[src/rtl/lcdd_pkg.sv]
// shared constants and carrier types for the four-way multiplexed segment driver
package lcdd_pkg;
    localparam int SHIFT_BITS  = 128;
    localparam int GROUP_BITS  = 32;
    localparam int NUM_BP      = 4;
    localparam int ADDR_BITS   = 8;
    localparam int PHASE_OSC   = 125;
    localparam int HC_OSC      = 4;
    localparam logic [3:0] ADDR_PREFIX = 4'h7;
    localparam logic [2:0] ADDR_LAST_IDX = 3'h7;
    localparam logic [7:0] CNT_LAST_BIT  = 8'h7F;
    localparam logic [7:0] CNT_SKIP      = 8'h80;
    localparam logic [6:0] PHASE_LAST    = 7'(PHASE_OSC - 1);
    localparam logic [2:0] HC_LOAD       = 3'(HC_OSC);
    localparam logic [1:0] LVL_ZERO      = 2'h0;
    localparam logic [1:0] LVL_THIRD     = 2'h1;
    localparam logic [1:0] LVL_TWO_THIRD = 2'h2;
    localparam logic [1:0] LVL_FULL      = 2'h3;

    typedef enum logic [1:0] {CAP_IDLE, CAP_ADDR, CAP_DATA} lcdd_cap_state_t;

    typedef struct packed {
        logic       sclk;
        logic       sdat;
        logic       latch;
        logic [2:0] addr;
        logic       osc;
    } lcdd_pins_t;

    typedef struct packed {
        logic [NUM_BP-1:0][1:0]     bp;
        logic [GROUP_BITS-1:0][1:0] fp;
        logic                       high_current;
    } lcdd_drive_t;
endpackage : lcdd_pkg

[src/rtl/lcdd_driver.sv]
// serial capture, display latch and backplane/frontplane drive sequencing
// Operation
// - capture runs from serial pins, drive runs from oscillator, independently
// - each accepted serial clock except the skipped 129th shifts one data bit into 128-bit register
// - the 128 bits form four 32-bit groups, one per backplane
// - exactly one backplane active at a time, stepping through all four
// - frontplanes switch to the matching group when its backplane turns active
// - a one turns a plane driver on, a zero turns it off
// - active backplane steps full then zero; inactive steps third then two thirds
// - on frontplane steps zero then full; off steps two thirds then third
// - after each level change, high-current drive holds four oscillator periods
// - address pins select this chip; other addresses are ignored
// - latch-control pin may set the instant data goes to display
// - latch-control held high latches automatically after every 128 bits
// - address is 0111, three pin levels, then one ignored bit
// - start condition then 8-bit address, then one data bit per clock
// - latch pin high pulse while serial clock high latches shifted data
// - after 128 bits the 129th clock is skipped, 130th resumes data
`timescale 1ns/1ps
`default_nettype none

module lcdd_driver (
    input  wire logic                clk,                // 125 MHz system clock
    input  wire logic                srst,               // synchronous reset, active high
    input  wire logic                serial_bit_clock,   // host serial clock pin
    input  wire logic                serial_data_in,     // host serial data pin
    input  wire logic                latch_control_pin,  // latch control pin
    input  wire logic                addr_select_bit0,   // address strap bit 0
    input  wire logic                addr_select_bit1,   // address strap bit 1
    input  wire logic                addr_select_bit2,   // address strap bit 2
    input  wire logic                oscillator_input,   // drive-section timebase
    output lcdd_pkg::lcdd_drive_t    lcd_drive_q         // plane levels and current mode
);

    lcdd_pkg::lcdd_pins_t      pins_raw;
    lcdd_pkg::lcdd_pins_t      sync1_q;
    lcdd_pkg::lcdd_pins_t      sync2_q;
    lcdd_pkg::lcdd_pins_t      prev_q;
    lcdd_pkg::lcdd_cap_state_t state_q;
    logic [lcdd_pkg::ADDR_BITS-1:0]  addr_sh_q;
    logic [7:0]                      bit_cnt_q;
    logic [lcdd_pkg::SHIFT_BITS-1:0] shift_q;
    logic [lcdd_pkg::SHIFT_BITS-1:0] disp_q;
    logic [6:0]                      phase_cnt_q;
    logic                            phase_q;
    logic [1:0]                      bp_idx_q;
    logic [2:0]                      hc_cnt_q;
    lcdd_pkg::lcdd_drive_t           drive_d;

    logic sclk_rise;
    logic start_c;
    logic stop_c;
    logic latch_rise;
    logic osc_rise;
    logic data_edge;
    logic level_change;
    logic [lcdd_pkg::ADDR_BITS-1:0] addr_full;

    function automatic logic addr_match(input logic [7:0] a, input logic [2:0] straps);
        addr_match = (a[7:4] == lcdd_pkg::ADDR_PREFIX) && (a[3:1] == straps);
    endfunction : addr_match

    function automatic logic [31:0] group_of(input logic [127:0] d, input logic [1:0] idx);
        logic [31:0] g;
        g = '0;
        for (int k = 0; k < lcdd_pkg::NUM_BP; k++) begin
            if (2'(k) == idx) begin
                g = d[lcdd_pkg::SHIFT_BITS-1-lcdd_pkg::GROUP_BITS*k -: lcdd_pkg::GROUP_BITS];
            end
        end
        group_of = g;
    endfunction : group_of

    assign pins_raw = '{sclk: serial_bit_clock, sdat: serial_data_in,
                        latch: latch_control_pin,
                        addr: {addr_select_bit2, addr_select_bit1, addr_select_bit0},
                        osc: oscillator_input};

    // two-flop synchroniser for every pin; free running through reset so the
    // edge history already matches the idle pins and no false edge follows it
    always_ff @(posedge clk) begin
        sync1_q <= pins_raw;
        sync2_q <= sync1_q;
        prev_q  <= sync2_q;
    end

    // edges and bus conditions seen on synchronised pins
    assign sclk_rise  = sync2_q.sclk & ~prev_q.sclk;
    assign start_c    = sync2_q.sclk & prev_q.sclk & prev_q.sdat & ~sync2_q.sdat;
    assign stop_c     = sync2_q.sclk & prev_q.sclk & ~prev_q.sdat & sync2_q.sdat;
    assign latch_rise = sync2_q.latch & ~prev_q.latch & sync2_q.sclk;
    assign osc_rise   = sync2_q.osc & ~prev_q.osc;
    assign addr_full  = {addr_sh_q[lcdd_pkg::ADDR_BITS-2:0], sync2_q.sdat};
    assign data_edge  = (state_q == lcdd_pkg::CAP_DATA) && sclk_rise && !start_c && !stop_c;

    // capture state: start, address, data
    always_ff @(posedge clk) begin
        if (srst) begin
            state_q <= lcdd_pkg::CAP_IDLE;
        end else if (start_c) begin
            state_q <= lcdd_pkg::CAP_ADDR;
        end else if (stop_c) begin
            state_q <= lcdd_pkg::CAP_IDLE;
        end else begin
            case (state_q)
                lcdd_pkg::CAP_ADDR: begin
                    if (sclk_rise && bit_cnt_q[2:0] == lcdd_pkg::ADDR_LAST_IDX) begin
                        state_q <= addr_match(addr_full, sync2_q.addr)
                                   ? lcdd_pkg::CAP_DATA : lcdd_pkg::CAP_IDLE;
                    end
                end
                lcdd_pkg::CAP_DATA: state_q <= lcdd_pkg::CAP_DATA;
                lcdd_pkg::CAP_IDLE: state_q <= lcdd_pkg::CAP_IDLE;
                default:            state_q <= lcdd_pkg::CAP_IDLE;
            endcase
        end
    end

    // address shifter
    always_ff @(posedge clk) begin
        if (srst || start_c) begin
            addr_sh_q <= '0;
        end else if (state_q == lcdd_pkg::CAP_ADDR && sclk_rise) begin
            addr_sh_q <= addr_full;
        end
    end

    // bit counter: address bits, then data bits with the skipped 129th edge
    always_ff @(posedge clk) begin
        if (srst || start_c || stop_c) begin
            bit_cnt_q <= '0;
        end else if (state_q == lcdd_pkg::CAP_ADDR && sclk_rise) begin
            bit_cnt_q <= (bit_cnt_q[2:0] == lcdd_pkg::ADDR_LAST_IDX) ? 8'h00 : bit_cnt_q + 8'h01;
        end else if (data_edge) begin
            bit_cnt_q <= (bit_cnt_q == lcdd_pkg::CNT_SKIP) ? 8'h00 : bit_cnt_q + 8'h01;
        end
    end

    // data shift register
    always_ff @(posedge clk) begin
        if (srst) begin
            shift_q <= '0;
        end else if (data_edge && bit_cnt_q != lcdd_pkg::CNT_SKIP) begin
            shift_q <= {shift_q[lcdd_pkg::SHIFT_BITS-2:0], sync2_q.sdat};
        end
    end

    // display latch, separate from the shift register
    always_ff @(posedge clk) begin
        if (srst) begin
            disp_q <= '0;
        end else if (data_edge && bit_cnt_q == lcdd_pkg::CNT_LAST_BIT && sync2_q.latch) begin
            disp_q <= {shift_q[lcdd_pkg::SHIFT_BITS-2:0], sync2_q.sdat};
        end else if (latch_rise) begin
            disp_q <= shift_q;
        end
    end

    assign level_change = osc_rise && (phase_cnt_q == lcdd_pkg::PHASE_LAST);

    // oscillator-driven phase and backplane sequencing
    always_ff @(posedge clk) begin
        if (srst) begin
            phase_cnt_q <= '0;
            phase_q     <= 1'b0;
            bp_idx_q    <= '0;
        end else if (osc_rise) begin
            if (level_change) begin
                phase_cnt_q <= '0;
                phase_q     <= ~phase_q;
                if (phase_q) begin
                    bp_idx_q <= bp_idx_q + 2'h1;
                end
            end else begin
                phase_cnt_q <= phase_cnt_q + 7'h01;
            end
        end
    end

    // high-current window after each level step
    always_ff @(posedge clk) begin
        if (srst) begin
            hc_cnt_q <= '0;
        end else if (level_change) begin
            hc_cnt_q <= lcdd_pkg::HC_LOAD;
        end else if (osc_rise && hc_cnt_q != 3'h0) begin
            hc_cnt_q <= hc_cnt_q - 3'h1;
        end
    end

    // plane level formatting
    always_comb begin
        logic [31:0] grp;
        grp = group_of(disp_q, bp_idx_q);
        drive_d = '0;
        for (int b = 0; b < lcdd_pkg::NUM_BP; b++) begin
            if (2'(b) == bp_idx_q) begin
                drive_d.bp[b] = phase_q ? lcdd_pkg::LVL_ZERO : lcdd_pkg::LVL_FULL;
            end else begin
                drive_d.bp[b] = phase_q ? lcdd_pkg::LVL_TWO_THIRD : lcdd_pkg::LVL_THIRD;
            end
        end
        for (int f = 0; f < lcdd_pkg::GROUP_BITS; f++) begin
            if (grp[f]) begin
                drive_d.fp[f] = phase_q ? lcdd_pkg::LVL_FULL : lcdd_pkg::LVL_ZERO;
            end else begin
                drive_d.fp[f] = phase_q ? lcdd_pkg::LVL_THIRD : lcdd_pkg::LVL_TWO_THIRD;
            end
        end
        drive_d.high_current = (hc_cnt_q != 3'h0);
    end

    always_ff @(posedge clk) begin
        if (srst) begin
            lcd_drive_q <= '0;
        end else begin
            lcd_drive_q <= drive_d;
        end
    end

    logic [lcdd_pkg::GROUP_BITS-1:0] grp_now;
    assign grp_now = group_of(disp_q, bp_idx_q);

    logic [3:0] bp_act;
    always_comb begin
        for (int b = 0; b < lcdd_pkg::NUM_BP; b++) begin
            bp_act[b] = (lcd_drive_q.bp[b] == lcdd_pkg::LVL_FULL)
                     || (lcd_drive_q.bp[b] == lcdd_pkg::LVL_ZERO);
        end
    end
endmodule : lcdd_driver

`default_nettype wire

[config.mk]
export PLATFORM = sky130hd
export DESIGN_NAME = lcdd_driver
export DESIGN_NICKNAME = d
export VERILOG_FILES = /design/src/rtl/lcdd_pkg.sv /design/src/rtl/lcdd_driver.sv
export SDC_FILE = /design/constraint.sdc
export NUM_CORES = 1
export LEC_CHECK = 0
export BUFFER_PORTS_ARGS = -buffer_cell sky130_fd_sc_hd__buf_2
export CAP_MARGIN = 15
export CORE_MARGIN = 10
export CORE_UTILIZATION = 29
export CTS_BUF_LIST = sky130_fd_sc_hd__clkbuf_8
export CTS_CLUSTER_SIZE = 14
export DETAILED_ROUTE_END_ITERATION = 7
export PLACE_DENSITY = 0.51
export SETUP_SLACK_MARGIN = 0.05
export SYNTH_ARGS = -nofsm -noshare
export SYNTH_HDL_FRONTEND = slang
export SYNTH_SLANG_ARGS = --single-unit
[constraint.sdc]
create_clock -name clk -period 3 [get_ports clk]
set_clock_uncertainty 0.1 [all_clocks]
set_input_delay 0.6 -clock clk [delete_from_list [all_inputs] [get_ports clk]]
set_output_delay 0.6 -clock clk [all_outputs]
set_load 0.005 [all_outputs]
== After elaboration in Yosys (flattened, before gate mapping) ==
Cells that the tools add are included.
Operators by class
  add/sub/neg operators: 4
  eq/ne operators: 14
  mux-type cells: 58
  bitwise gates (word level): 15
  reduce and logical (&&, ||, !) cells: 24
Operators with widths (count)
  2-to-1 mux 128 bit: 2
  2-to-1 mux 32 bit: 4
  2-to-1 mux 2 bit: 42
  2-to-1 mux 8 bit: 4
  logical AND 1 bit: 11
  AND 1 bit: 9
  adder 8 x 1 -> 8 bit, second input constant: 1
  equality test 8 x 7 -> 1 bit, second input constant: 1
  equality test 8 bit, second input constant: 1
  != test 8 bit, second input constant: 1
  adder 7 x 1 -> 7 bit, second input constant: 1
  equality test 7 bit, second input constant: 1
  2-to-1 mux 7 bit: 1
  2-to-1 mux 3 bit: 2
  NOT 1 bit: 6
  nonzero test 2 bit: 3
  equality test 2 bit, first input constant: 2
  equality test 4 x 3 -> 1 bit, second input constant: 1
  != test 4 bit, second input constant: 1
  one-hot mux 2 bit (2 select lines): 1
  equality test 3 bit: 1
  equality test 3 bit, second input constant: 1
  AND reduction 3 bit: 1
  nonzero test 3 bit: 1
  13 further kinds: 16
Word-level totals
  flip-flop bits (word level): 377
  bits of input ports: 9
  logic and storage cells: 177

== Logic depth before layout (Yosys ltp) ==
Gate-level depths: netlist of run 1.
  word-level depth: 9
  mapped depth: 8
  gate-level depth less buffers: 6

== Least setup slack after synthesis of run 1 ==
OpenSTA, ideal clock, no wires.
  kind: input-to-reg
  start point: input srst
  end point: register disp_q[78] in the netlist's numbering
  library setup time: 148 ps
  arrival time: 1511 ps
  path slack: 1241 ps
  stages on the path: 4
  path buffers: 3
  cell sequence: buf_2 > clkbuf_1 > clkbuf_1 > a211oi_1
RTL lines
  from (decl): line lcdd_driver.sv:24  | input wire logic srst,
  to (signal assigned): line lcdd_driver.sv:153  | disp_q <= {shift_q[lcdd_pkg::SHIFT_BITS-2:0], sync2_q.sdat};
  to (signal assigned): line lcdd_driver.sv:155  | disp_q <= shift_q;
  to (decl): line lcdd_driver.sv:43  | logic [lcdd_pkg::SHIFT_BITS-1:0] disp_q;
No word-level cell between the ends.

==> results of run 1 <==
what timing repair did:
action,in CTS,in global routing
hold buffers,7,0
endpoints found under the hold margin,7,0
buffers inserted,0,0
logic make-up (layout without fill, tap and decap cells):
group,count (synthesis),count (layout),share of synthesized area
other,0,1,0
DFF,346,346,0.4553
xor gates and xnor gates,17,17,0.009786
AOI/OAI and AO/OA,375,375,0.1611
buffers and inverters,188,247,0.07475
and+or+nand+nor,680,680,0.1956
muxes,131,131,0.08618
adders and majority gates,21,21,0.01727
worst register-to-register path, delay by kind of cell, from the launching register on:
kind,cells,cell delay (ns)
simple gates,2,0.55
flops,1,0.32
fa+ha+maj,1,0.17
compound gates,2,0.41
buf+inv,2,0.58
per-stage QoR:
stage	setup slack, ns	instances
6_report	0.6668	2498
5_1_grt	0.4682	2498
4_1_cts	0.5868	2497
3_5_place_dp	0.8091	2386
3_3_place_gp	0.8857	2386
2_1_floorplan	1.241	1758
sequential cells by signal (all words and copies together), names as in the netlist, 6 cells and up:
name         count
sync2_q          6
phase_cnt_q      7
sync1_q          7
lcd_drive_q     42
addr_sh_q        7
disp_q         128
bit_cnt_q        8
shift_q        128
final cells by class:
cell class	instances	area [sq um]	share of cell area
Inverter	17	63.81	0.003723
Timing Repair Buffer	126	895.9	0.05227
Tap cell	680	850.8	0.04965
Sequential cell	346	6927	0.4042
Antenna cell	1	2.502	0.0001460
Multi-Input combinational cell	1224	7191	0.4196
Clock inverter	27	147.6	0.008615
Clock buffer	77	1060	0.06184
power by group:
| part | total [mW] | internal, mW | switching, mW |
|---|---|---|---|
| clock | 4.33 | 2.37 | 1.96 |
| sequential | 4.67 | 4.64 | 0.0301 |
| combinational | 0.250 | 0.0912 | 0.158 |
per-layer routing:
metal,vias up,track usage,wire length (um)
met5,-,0,0
met4,0,0.03159,672
met3,50,0.03283,2140
met2,243,0.1881,16850
met1,5573,0.1596,18470
li1,6022,-,-
layout by cell type, fill, tap and decap left out, drive strengths merged, types with 3 or more instances in the layout:
master         n
clkinv         5
inv           37
dlygate4sd3    7
nand2        377
o211ai        32
nand3         40
a21oi        173
xor2          10
nand2b         4
nor2         161
buf          119
clkbuf        77
dfxtp        346
o21ai         35
xnor2          7
a211oi       129
nor2b         37
nor3b         32
mux2i        131
and3b          3
nand4          8
ha            21
nand3b         4
final timing paths:
check / to / slack (ns) / cells past startpoint
setup / recovery: lcd_drive_q[7] / 0.67 / 1
hold / removal: sync2_q[6] / 0.22 / 0
setup reg to reg: shift_q[80] / 0.80 / 7
hold reg to reg: sync2_q[6] / 0.22 / 0
==> impl_metrics.toml, run 1 <==
[floorplan]
horizontal_extent_of_the_die_um = 249.1
num_io_pins = 82
design.die.area_sq_um = 62030
start_util = 0.2948
core.rowCount = 83
die_height_um = 249.1
core-area_sq_um = 51610

[synthesis]
synth-warning-count = 0
cell_variety_after_synth = 44
synth_seq_cells = 346
synth-seq-area-share = 0.4553
synth_top_flop_cell = "dfxtp_1"
mappedNetlistNets = 1788
synth_commonest_cells = "367 x nand2_1, 346 x dfxtp_1, 163 x a21oi_1"
proportion_of_netlist_area_held_by_the_largest_area_contributor = 0.4553
async_sr_flop_fraction = 0
synth_enable_flop_cells = 0
synthCells = 1758
syn_area_per_cell_sq_um = 8.654
netlist_area_sq_um = 15210
post_synth_main_area_contributors = "dfxtp_1 46%, nand2_1 9.1%, mux2i_1 8.6%, a211oi_1 5.4%, a21oi_1 5.4%"
synth.largest_area_cell = "dfxtp_1"
synth.most_common_cell = "nand2_1"

[finish]
final_net_count = 1803
final_core_util = 0.3320
fillCellCount = 5421
syn2layout_area_growth_pct = 12.64
postLayoutCellArea_sq_um = 17140
layout-drive-gt1-share = 0.1403

[routing]
final_routed_drc_violation_total = 0
avgViaCountPerCell = 4.759
postRouteAntennaNets = 0
detailedRoute.firstPassIterationCount = 5
routed_wl_um = 38130
avgRoutedWirePerCell_um = 15.27
detail_route.iter0.violations = 796
dr_total_vias = 11890

[clock_tree]
clk_pin_slew_ns = 0.06
worst_skew_pair.late_latency_ns = 0.65
cts.sink_count = 346
tritoncts = "yes"
cts.path.max_buffers = 3
cts.htree.levels = 2
ctsRootBufferMaster = "clkbuf_8"
cts-resized-gates = 0
cts_buffers = 58

[pwr]
total_power_mw = 9.251
worst_ir_drop_vdd_v = 0.0002740
power_per_cell_area_nw_per_um2 = 539.8
p_leak_nw = 7.056

[setup_path]
critPathCaptureType = "output port"
cp_data_arrival_time_ns = 1.63
crit_start = "lcd_drive_q[45]"
worst-setup-path-type = "flip-flop to output port"
cp_num_buf_inv = 1
slowest_delay_ns = 0.75
worst-path-max-fanout = 32
path_delay_family = "flip-flops"
r2r_start = "bit_cnt_q[0]"
cp_data_required_time_ns = 2.30
critPathLaunchType = "flip-flop"
critPathSlowestCell = "dfxtp_1"
cell_chain_of_the_critical_path = "buf_2"

[placement]
placement.cell_area_sq_um = 15860
rd_place_congestion = 0.7256
port_buffers = 81
hpwl_um = 23050

[timing]
finalCritPeriodShare = 0.7777
drv_slew = 0
whs_ns = 0.2205
finalSetupTns_ns = 0
worst_slew_pin_slew_ns = 0.7542
hold_viol_final = 0
post-route-min-period_ns = 2.333
clock.fmax_mhz = 428.6
grt_setup_unrepaired = "false"
slew-limit-headroom = 0.4919
setup_viol_count_final = 0

[global_routing]
via_count_of_the_first_global_routing_pass = 11780
track_usage = 0.1201
grt_antenna_before_repair = 3
wire_length_of_the_first_global_routing_pass_um = 62930
grt_start_max_net_pins = 129
grt_residual_overflow = 0

[worst_hold_path]
hold_class = "flip-flop to flip-flop"
hold_path_origin = "sync1_q[6]"

[job]
timing.max_cap.violations = 0

[status]
outcome = "finished, final reports clean"
No activity file was read; power rests on OpenSTA's default activity.
==> run 2: changes to the inputs <==
--- a/config.mk
+++ b/config.mk
@@ -12,7 +12,7 @@
 export CTS_BUF_LIST = sky130_fd_sc_hd__clkbuf_8
 export CTS_CLUSTER_SIZE = 14
 export DETAILED_ROUTE_END_ITERATION = 7
-export PLACE_DENSITY = 0.51
+export PLACE_DENSITY = 0.52
 export SETUP_SLACK_MARGIN = 0.05
 export SYNTH_ARGS = -nofsm -noshare
 export SYNTH_HDL_FRONTEND = slang
==> constraint.sdc (replaced) <==
create_clock -name clk -period 2 [get_ports clk]
set_clock_uncertainty 0.1 [all_clocks]
set_input_delay 0.4 -clock clk [delete_from_list [all_inputs] [get_ports clk]]
set_output_delay 0.4 -clock clk [all_outputs]
set_load 0.005 [all_outputs]
==> impl_metrics.toml, run 2 (same netlist as run 1, synthesis figures left out) <==
[status]
outcome = "finished, final reports clean"

[routing]
postRouteAntennaNets = 0
dr_total_vias = 12300
routed_wl_um = 40000
detailedRoute.firstPassIterationCount = 5
avgViaCountPerCell = 4.775
final_routed_drc_violation_total = 0
avgRoutedWirePerCell_um = 15.53
detail_route.iter0.violations = 639

[timing]
finalCritPeriodShare = 0.9511
worst_slew_pin_slew_ns = 0.5180
final_critical_path_setup_slack_ns = 0.09783
finalSetupTns_ns = 0
drv_slew = 0
clock.fmax_mhz = 525.7
grt_setup_unrepaired = "true"
hold_viol_final = 0
post-route-min-period_ns = 1.902
slew-limit-headroom = 0.6524
setup_viol_count_final = 0

[setup_path]
cp_data_arrival_time_ns = 2.30
path_delay_family = "simple AND/OR/NAND/NOR gates"
cpMostUsedCell = "buf_4"
worst-setup-path-type = "flip-flop to flip-flop"
slowest_delay_ns = 0.32
cp_num_buf_inv = 3
critPathCaptureType = "flip-flop"
worst-path-max-fanout = 8
cell_chain_of_the_critical_path = "buf_4, ha_4, nor2_4, buf_4, clkbuf_16, o211ai_1, nand3_1, nor3b_1"
critPathLaunchType = "flip-flop"
critPathSlowestCell = "dfxtp_1"
cp_data_required_time_ns = 2.39

[finish]
fillCellCount = 5232
layout.cells.non_filler = 2576
layout-drive-gt1-share = 0.1925
multi_input_area_sq_um = 7362
antenna-diode-count = 0
sequential_cell_area_sq_um = 6934
final_cell_mix = "367 x nand2_1, 342 x dfxtp_1, 159 x a21oi_1"
leading_cell_type_in_the_layout_fill_and_taps_excluded = "nand2_1"
final_net_count = 1880
reg_top3 = "disp_q: 128 flops, shift_q: 128 flops, lcd_drive_q: 42 flops"
syn2layout_area_growth_pct = 21.15

[clock_tree]
tritoncts = "yes"
clk_pin_slew_ns = 0.06
cts_buffers = 58
cts.sink_count = 346
worst_skew_pair.late_latency_ns = 0.61
cts.path.max_buffers = 3
ctsRootBufferMaster = "clkbuf_8"
cts.htree.levels = 2

[global_routing]
track_usage = 0.1155
grt_antenna_before_repair = 1
grt_start_max_net_pins = 74
wire_length_of_the_first_global_routing_pass_um = 61670
grt_residual_overflow = 0
via_count_of_the_first_global_routing_pass = 11840

[worst_hold_path]
hold_class = "flip-flop to flip-flop"

[placement]
post-place-ws_ns = -0.04945
placed_cells_incl_taps = 2430
rd_place_congestion = 0.7279
port_buffers = 81
hpwl_um = 23790

[floorplan]
horizontal_extent_of_the_die_um = 249.1
num_io_pins = 82
start_util = 0.2948
design.die.area_sq_um = 62030
die_height_um = 249.1
core.rowCount = 83
core-area_sq_um = 51610

[pwr]
total_power_mw = 13.77
worst_ir_drop_vdd_v = 0.0004541
comb_power_share = 0.031
power.share.clock = 0.461
p_int_mw = 10.58
p_leak_nw = 7.701
power_per_cell_area_nw_per_um2 = 747.2
p_sw_mw = 3.189
p_seq_frac = 0.508
netSwitchingFraction = 0.2315

[job]
timing.max_cap.violations = 0
## run 2: timing repair
| action | CTS | global route |
|---|---|---|
| pin swaps | 1 | 8 |
| setup endpoints to repair | 19 | 230 |
| hold buffers | 8 | 0 |
| cloned | 1 | 13 |
| setup buffers | 0 | 18 |
| hold endpoints to repair | 21 | 0 |
| resized for setup | 5 | 48 |
## run 2: per-layer routing
| metal | vias to the layer above | wire, um | GRT usage |
|---|---|---|---|
| li1 | 6178 | - | - |
| met5 | - | 0 | 0 |
| met4 | 0 | 660 | 0.03297 |
| met2 | 230 | 17540 | 0.1792 |
| met1 | 5829 | 19800 | 0.1573 |
| met3 | 63 | 1991 | 0.02577 |
## run 2: cell type report
cell class                      count  area share
Clock buffer                       78     0.05824
Clock inverter                     28    0.006449
Inverter                           17    0.003598
Multi-Input combinational cell   1224      0.3994
Sequential cell                   346      0.3762
Tap cell                          680     0.04616
Timing Repair Buffer              203      0.1100
## run 2: through the flow
stage          instance area [sq um]  hold slack, ns  utilization
5_1_grt                        18430          0.2341       0.3571
3_5_place_dp                   16460          0.2147       0.3190
6_report                       18430          0.2230       0.3571
2_1_floorplan                  15210          0.2096            -
3_3_place_gp                   16460          0.2117       0.3190
4_1_cts                        17790          0.2291       0.3447
## run 2: power groups by stage
stage / Clock (mW) / Sequential, mW / Combinational, mW
after floorplan: 0 / 7.13 / 0.233
after global placement: 0 / 7.15 / 0.410
after detailed placement: 0 / 7.14 / 0.413
after CTS: 6.56 / 6.99 / 0.427
after global routing: 6.86 / 6.99 / 0.459
final: 6.35 / 6.99 / 0.427
## run 2: worst register-to-register path, delay by kind of cell (launching register included)
| family | cells | cell delay (ns) |
|---|---|---|
| AO/OA/AOI/OAI | 1 | 0.12 |
| adder cells (fa/ha/maj) | 1 | 0.20 |
| buffers and inverters | 3 | 0.52 |
| flip-flops | 1 | 0.32 |
| AND/OR/NAND/NOR | 3 | 0.53 |
## run 2: worst paths after layout
check / start / end / slack, ns / cells after the start
max: bp_idx_q[0] / lcd_drive_q[44] / 0.1 / 8
min: sync1_q[2] / sync2_q[2] / 0.22 / 0
max reg2reg: bp_idx_q[0] / lcd_drive_q[44] / 0.1 / 8
min reg2reg: sync1_q[2] / sync2_q[2] / 0.22 / 0
==> run 3: changes to the inputs <==
--- a/config.mk
+++ b/config.mk
@@ -8,11 +8,11 @@
 export BUFFER_PORTS_ARGS = -buffer_cell sky130_fd_sc_hd__buf_2
 export CAP_MARGIN = 15
 export CORE_MARGIN = 10
-export CORE_UTILIZATION = 29
+export CORE_UTILIZATION = 43
 export CTS_BUF_LIST = sky130_fd_sc_hd__clkbuf_8
 export CTS_CLUSTER_SIZE = 14
 export DETAILED_ROUTE_END_ITERATION = 7
-export PLACE_DENSITY = 0.52
+export PLACE_DENSITY = 0.69
 export SETUP_SLACK_MARGIN = 0.05
 export SYNTH_ARGS = -nofsm -noshare
 export SYNTH_HDL_FRONTEND = slang
==> impl_metrics.toml, run 3 (same netlist as run 1, synthesis figures left out) <==
[finish]
fillCellCount = 3048
antenna-diode-count = 0
syn2layout_area_growth_pct = 21.19
final_core_util = 0.5312
final_net_count = 1873
final_cell_mix = "366 x nand2_1, 339 x dfxtp_1, 159 x nor2_1"
layout-drive-gt1-share = 0.2106
leading_cell_type_in_the_layout_fill_and_taps_excluded = "nand2_1"
reg_top3 = "disp_q: 128 flops, shift_q: 128 flops, lcd_drive_q: 42 flops"

[floorplan]
start_util = 0.4383
num_io_pins = 82
core-area_sq_um = 34710
design.die.area_sq_um = 43310
core.rowCount = 68
die_height_um = 208.1
horizontal_extent_of_the_die_um = 208.1

[pwr]
total_power_mw = 13.89
worst_ir_drop_vdd_v = 0.0005266
power_per_cell_area_nw_per_um2 = 753.4
p_leak_nw = 7.713

[timing]
worst_slew_pin_slew_ns = 0.5335
hold_viol_final = 0
finalCritPeriodShare = 0.9497
final_critical_path_setup_slack_ns = 0.1007
whs_ns = 0.2265
grt_setup_unrepaired = "true"
setup_viol_count_final = 0
drv_slew = 0
slew-limit-headroom = 0.6419
post-route-min-period_ns = 1.899
clock.fmax_mhz = 526.5
finalSetupTns_ns = 0

[setup_path]
cell_chain_of_the_critical_path = "inv_1, ha_4, nor4b_4, buf_4, a31oi_4, buf_12, clkbuf_16, clkbuf_16, nand2_1, a21oi_1"
critPathSlowestCell = "dfxtp_2"
cpMostUsedCell = "clkbuf_16"
cp_num_buf_inv = 5
path_delay_family = "buffers and inverters"
worst-setup-path-type = "flip-flop to flip-flop"
worstReg2RegEnd = "shift_q[106]"
path_depth = 10
worst-path-max-fanout = 10
r2r_depth = 10
critPathCaptureType = "flip-flop"
slowest_delay_ns = 0.34
r2r_start = "bit_cnt_q[1]"
cp_data_required_time_ns = 2.45
critPathLaunchType = "flip-flop"
regToRegSetupSlack_ns = 0.10
cp_data_arrival_time_ns = 2.35

[placement]
hpwl_um = 22170
rd_place_congestion = 0.7856
port_buffers = 81
post-place-ws_ns = 0.04550

[worst_hold_path]
hold_path_end = "addr_full[0]"
hold_class = "flip-flop to flip-flop"
hold_path_cells = 0
hold_path_origin = "sync1_q[5]"

[global_routing]
wire_length_of_the_first_global_routing_pass_um = 57970
grt_start_max_net_pins = 77
met2_resource_use_gr = 0.2508
grt_antenna_before_repair = 0
track_usage = 0.1546
grt_residual_overflow = 0
grt_util_met3 = 0.03325
via_count_of_the_first_global_routing_pass = 11660
grt_busiest_layer = "met2"
groute.layer.met1.usage = 0.2000

[status]
outcome = "finished, final reports clean"

[routing]
avgViaCountPerCell = 5.353
dr_total_vias = 12530
routed_wl_um = 38440
final_routed_drc_violation_total = 0
avgRoutedWirePerCell_um = 16.43
detailedRoute.firstPassIterationCount = 7
detail_route.iter0.violations = 800
postRouteAntennaNets = 0

[clock_tree]
tritoncts = "yes"
worst_skew_pair.late_latency_ns = 0.63
cts.htree.levels = 2
cts_buffers = 56
clk_pin_slew_ns = 0.06
cts.sink_count = 346
cts.path.max_buffers = 3
ctsRootBufferMaster = "clkbuf_8"

[job]
timing.max_cap.violations = 0
==> run 3: cell count changes in the layout (fill, tap and decap cells not counted), moves of 3 or more <==
| cell | previous run | this run |
|---|---|---|
| a21oi_1 | 159 | 132 |
| a21oi_2 | 14 | 41 |
| buf_4 | 64 | 47 |
| clkbuf_16 | 11 | 18 |
| clkinv_2 | 4 | 9 |
| dfxtp_1 | 342 | 339 |
| dfxtp_2 | 3 | 6 |
| inv_1 | 34 | 24 |
| nor3b_1 | 27 | 24 |
| nor3b_2 | 5 | 8 |
==> run 3: worst max-delay path by stage <==
stage | from | end | slack, ns
after detailed placement | state_q[0] | disp_q[20] | 0.05
final | bit_cnt_q[1] | shift_q[106] | 0.10
after global placement | bp_idx_q[0] | lcd_drive_q[22] | 0.08
after global routing | state_q[0] | disp_q[124] | 0.009
after floorplan | bp_idx_q[0] | lcd_drive_q[10] | 0.26
after CTS | state_q[0] | disp_q[86] | 0.06
==> run 3: area by class of cell <==
| type | instances | area, sq um | area share |
|---|---|---|---|
| multi-input cells | 1224 | 7488 | 0.4061 |
| flip-flops and latches | 346 | 6938 | 0.3763 |
| repair buffers | 198 | 2167 | 0.1175 |
| clock buffers | 77 | 1060 | 0.05747 |
| well taps | 455 | 569.3 | 0.03087 |
| clock inverters | 23 | 150.1 | 0.008143 |
| inverters | 17 | 66.31 | 0.003596 |
==> run 3: routing by layer <==
metal  part of all wire  up-vias
li1                   -     6158
met1               0.46     5994
met2               0.46      317
met3              0.057       58
met4              0.019        0
met5                  0        -
==> run 3: repair_timing <==
action                                 4_1_cts  5_1_grt
endpoints found under the hold margin       22        0
gates resized for setup                      4       90
pin swaps                                    0       20
cloned                                       1       21
setup endpoints to repair                   47      213
hold buffers                                 8        0
setup buffers                                1        8
==> run 3: per-stage QoR <==
| stage | area [sq um] | instances |
|---|---|---|
| after floorplan | 15210 | 1758 |
| after global placement | 16170 | 2202 |
| after detailed placement | 16170 | 2202 |
| after CTS | 17520 | 2312 |
| after global routing | 18440 | 2340 |
| final | 18440 | 2340 |
==> run 3: power by group <==
| part | internal (mW) | total (mW) | leakage, nW | switching (mW) |
|---|---|---|---|---|
| logic | 0.172 | 0.419 | 4.22 | 0.246 |
| clock network | 3.66 | 6.48 | 0.681 | 2.82 |
| registers | 6.95 | 6.99 | 2.81 | 0.0371 |
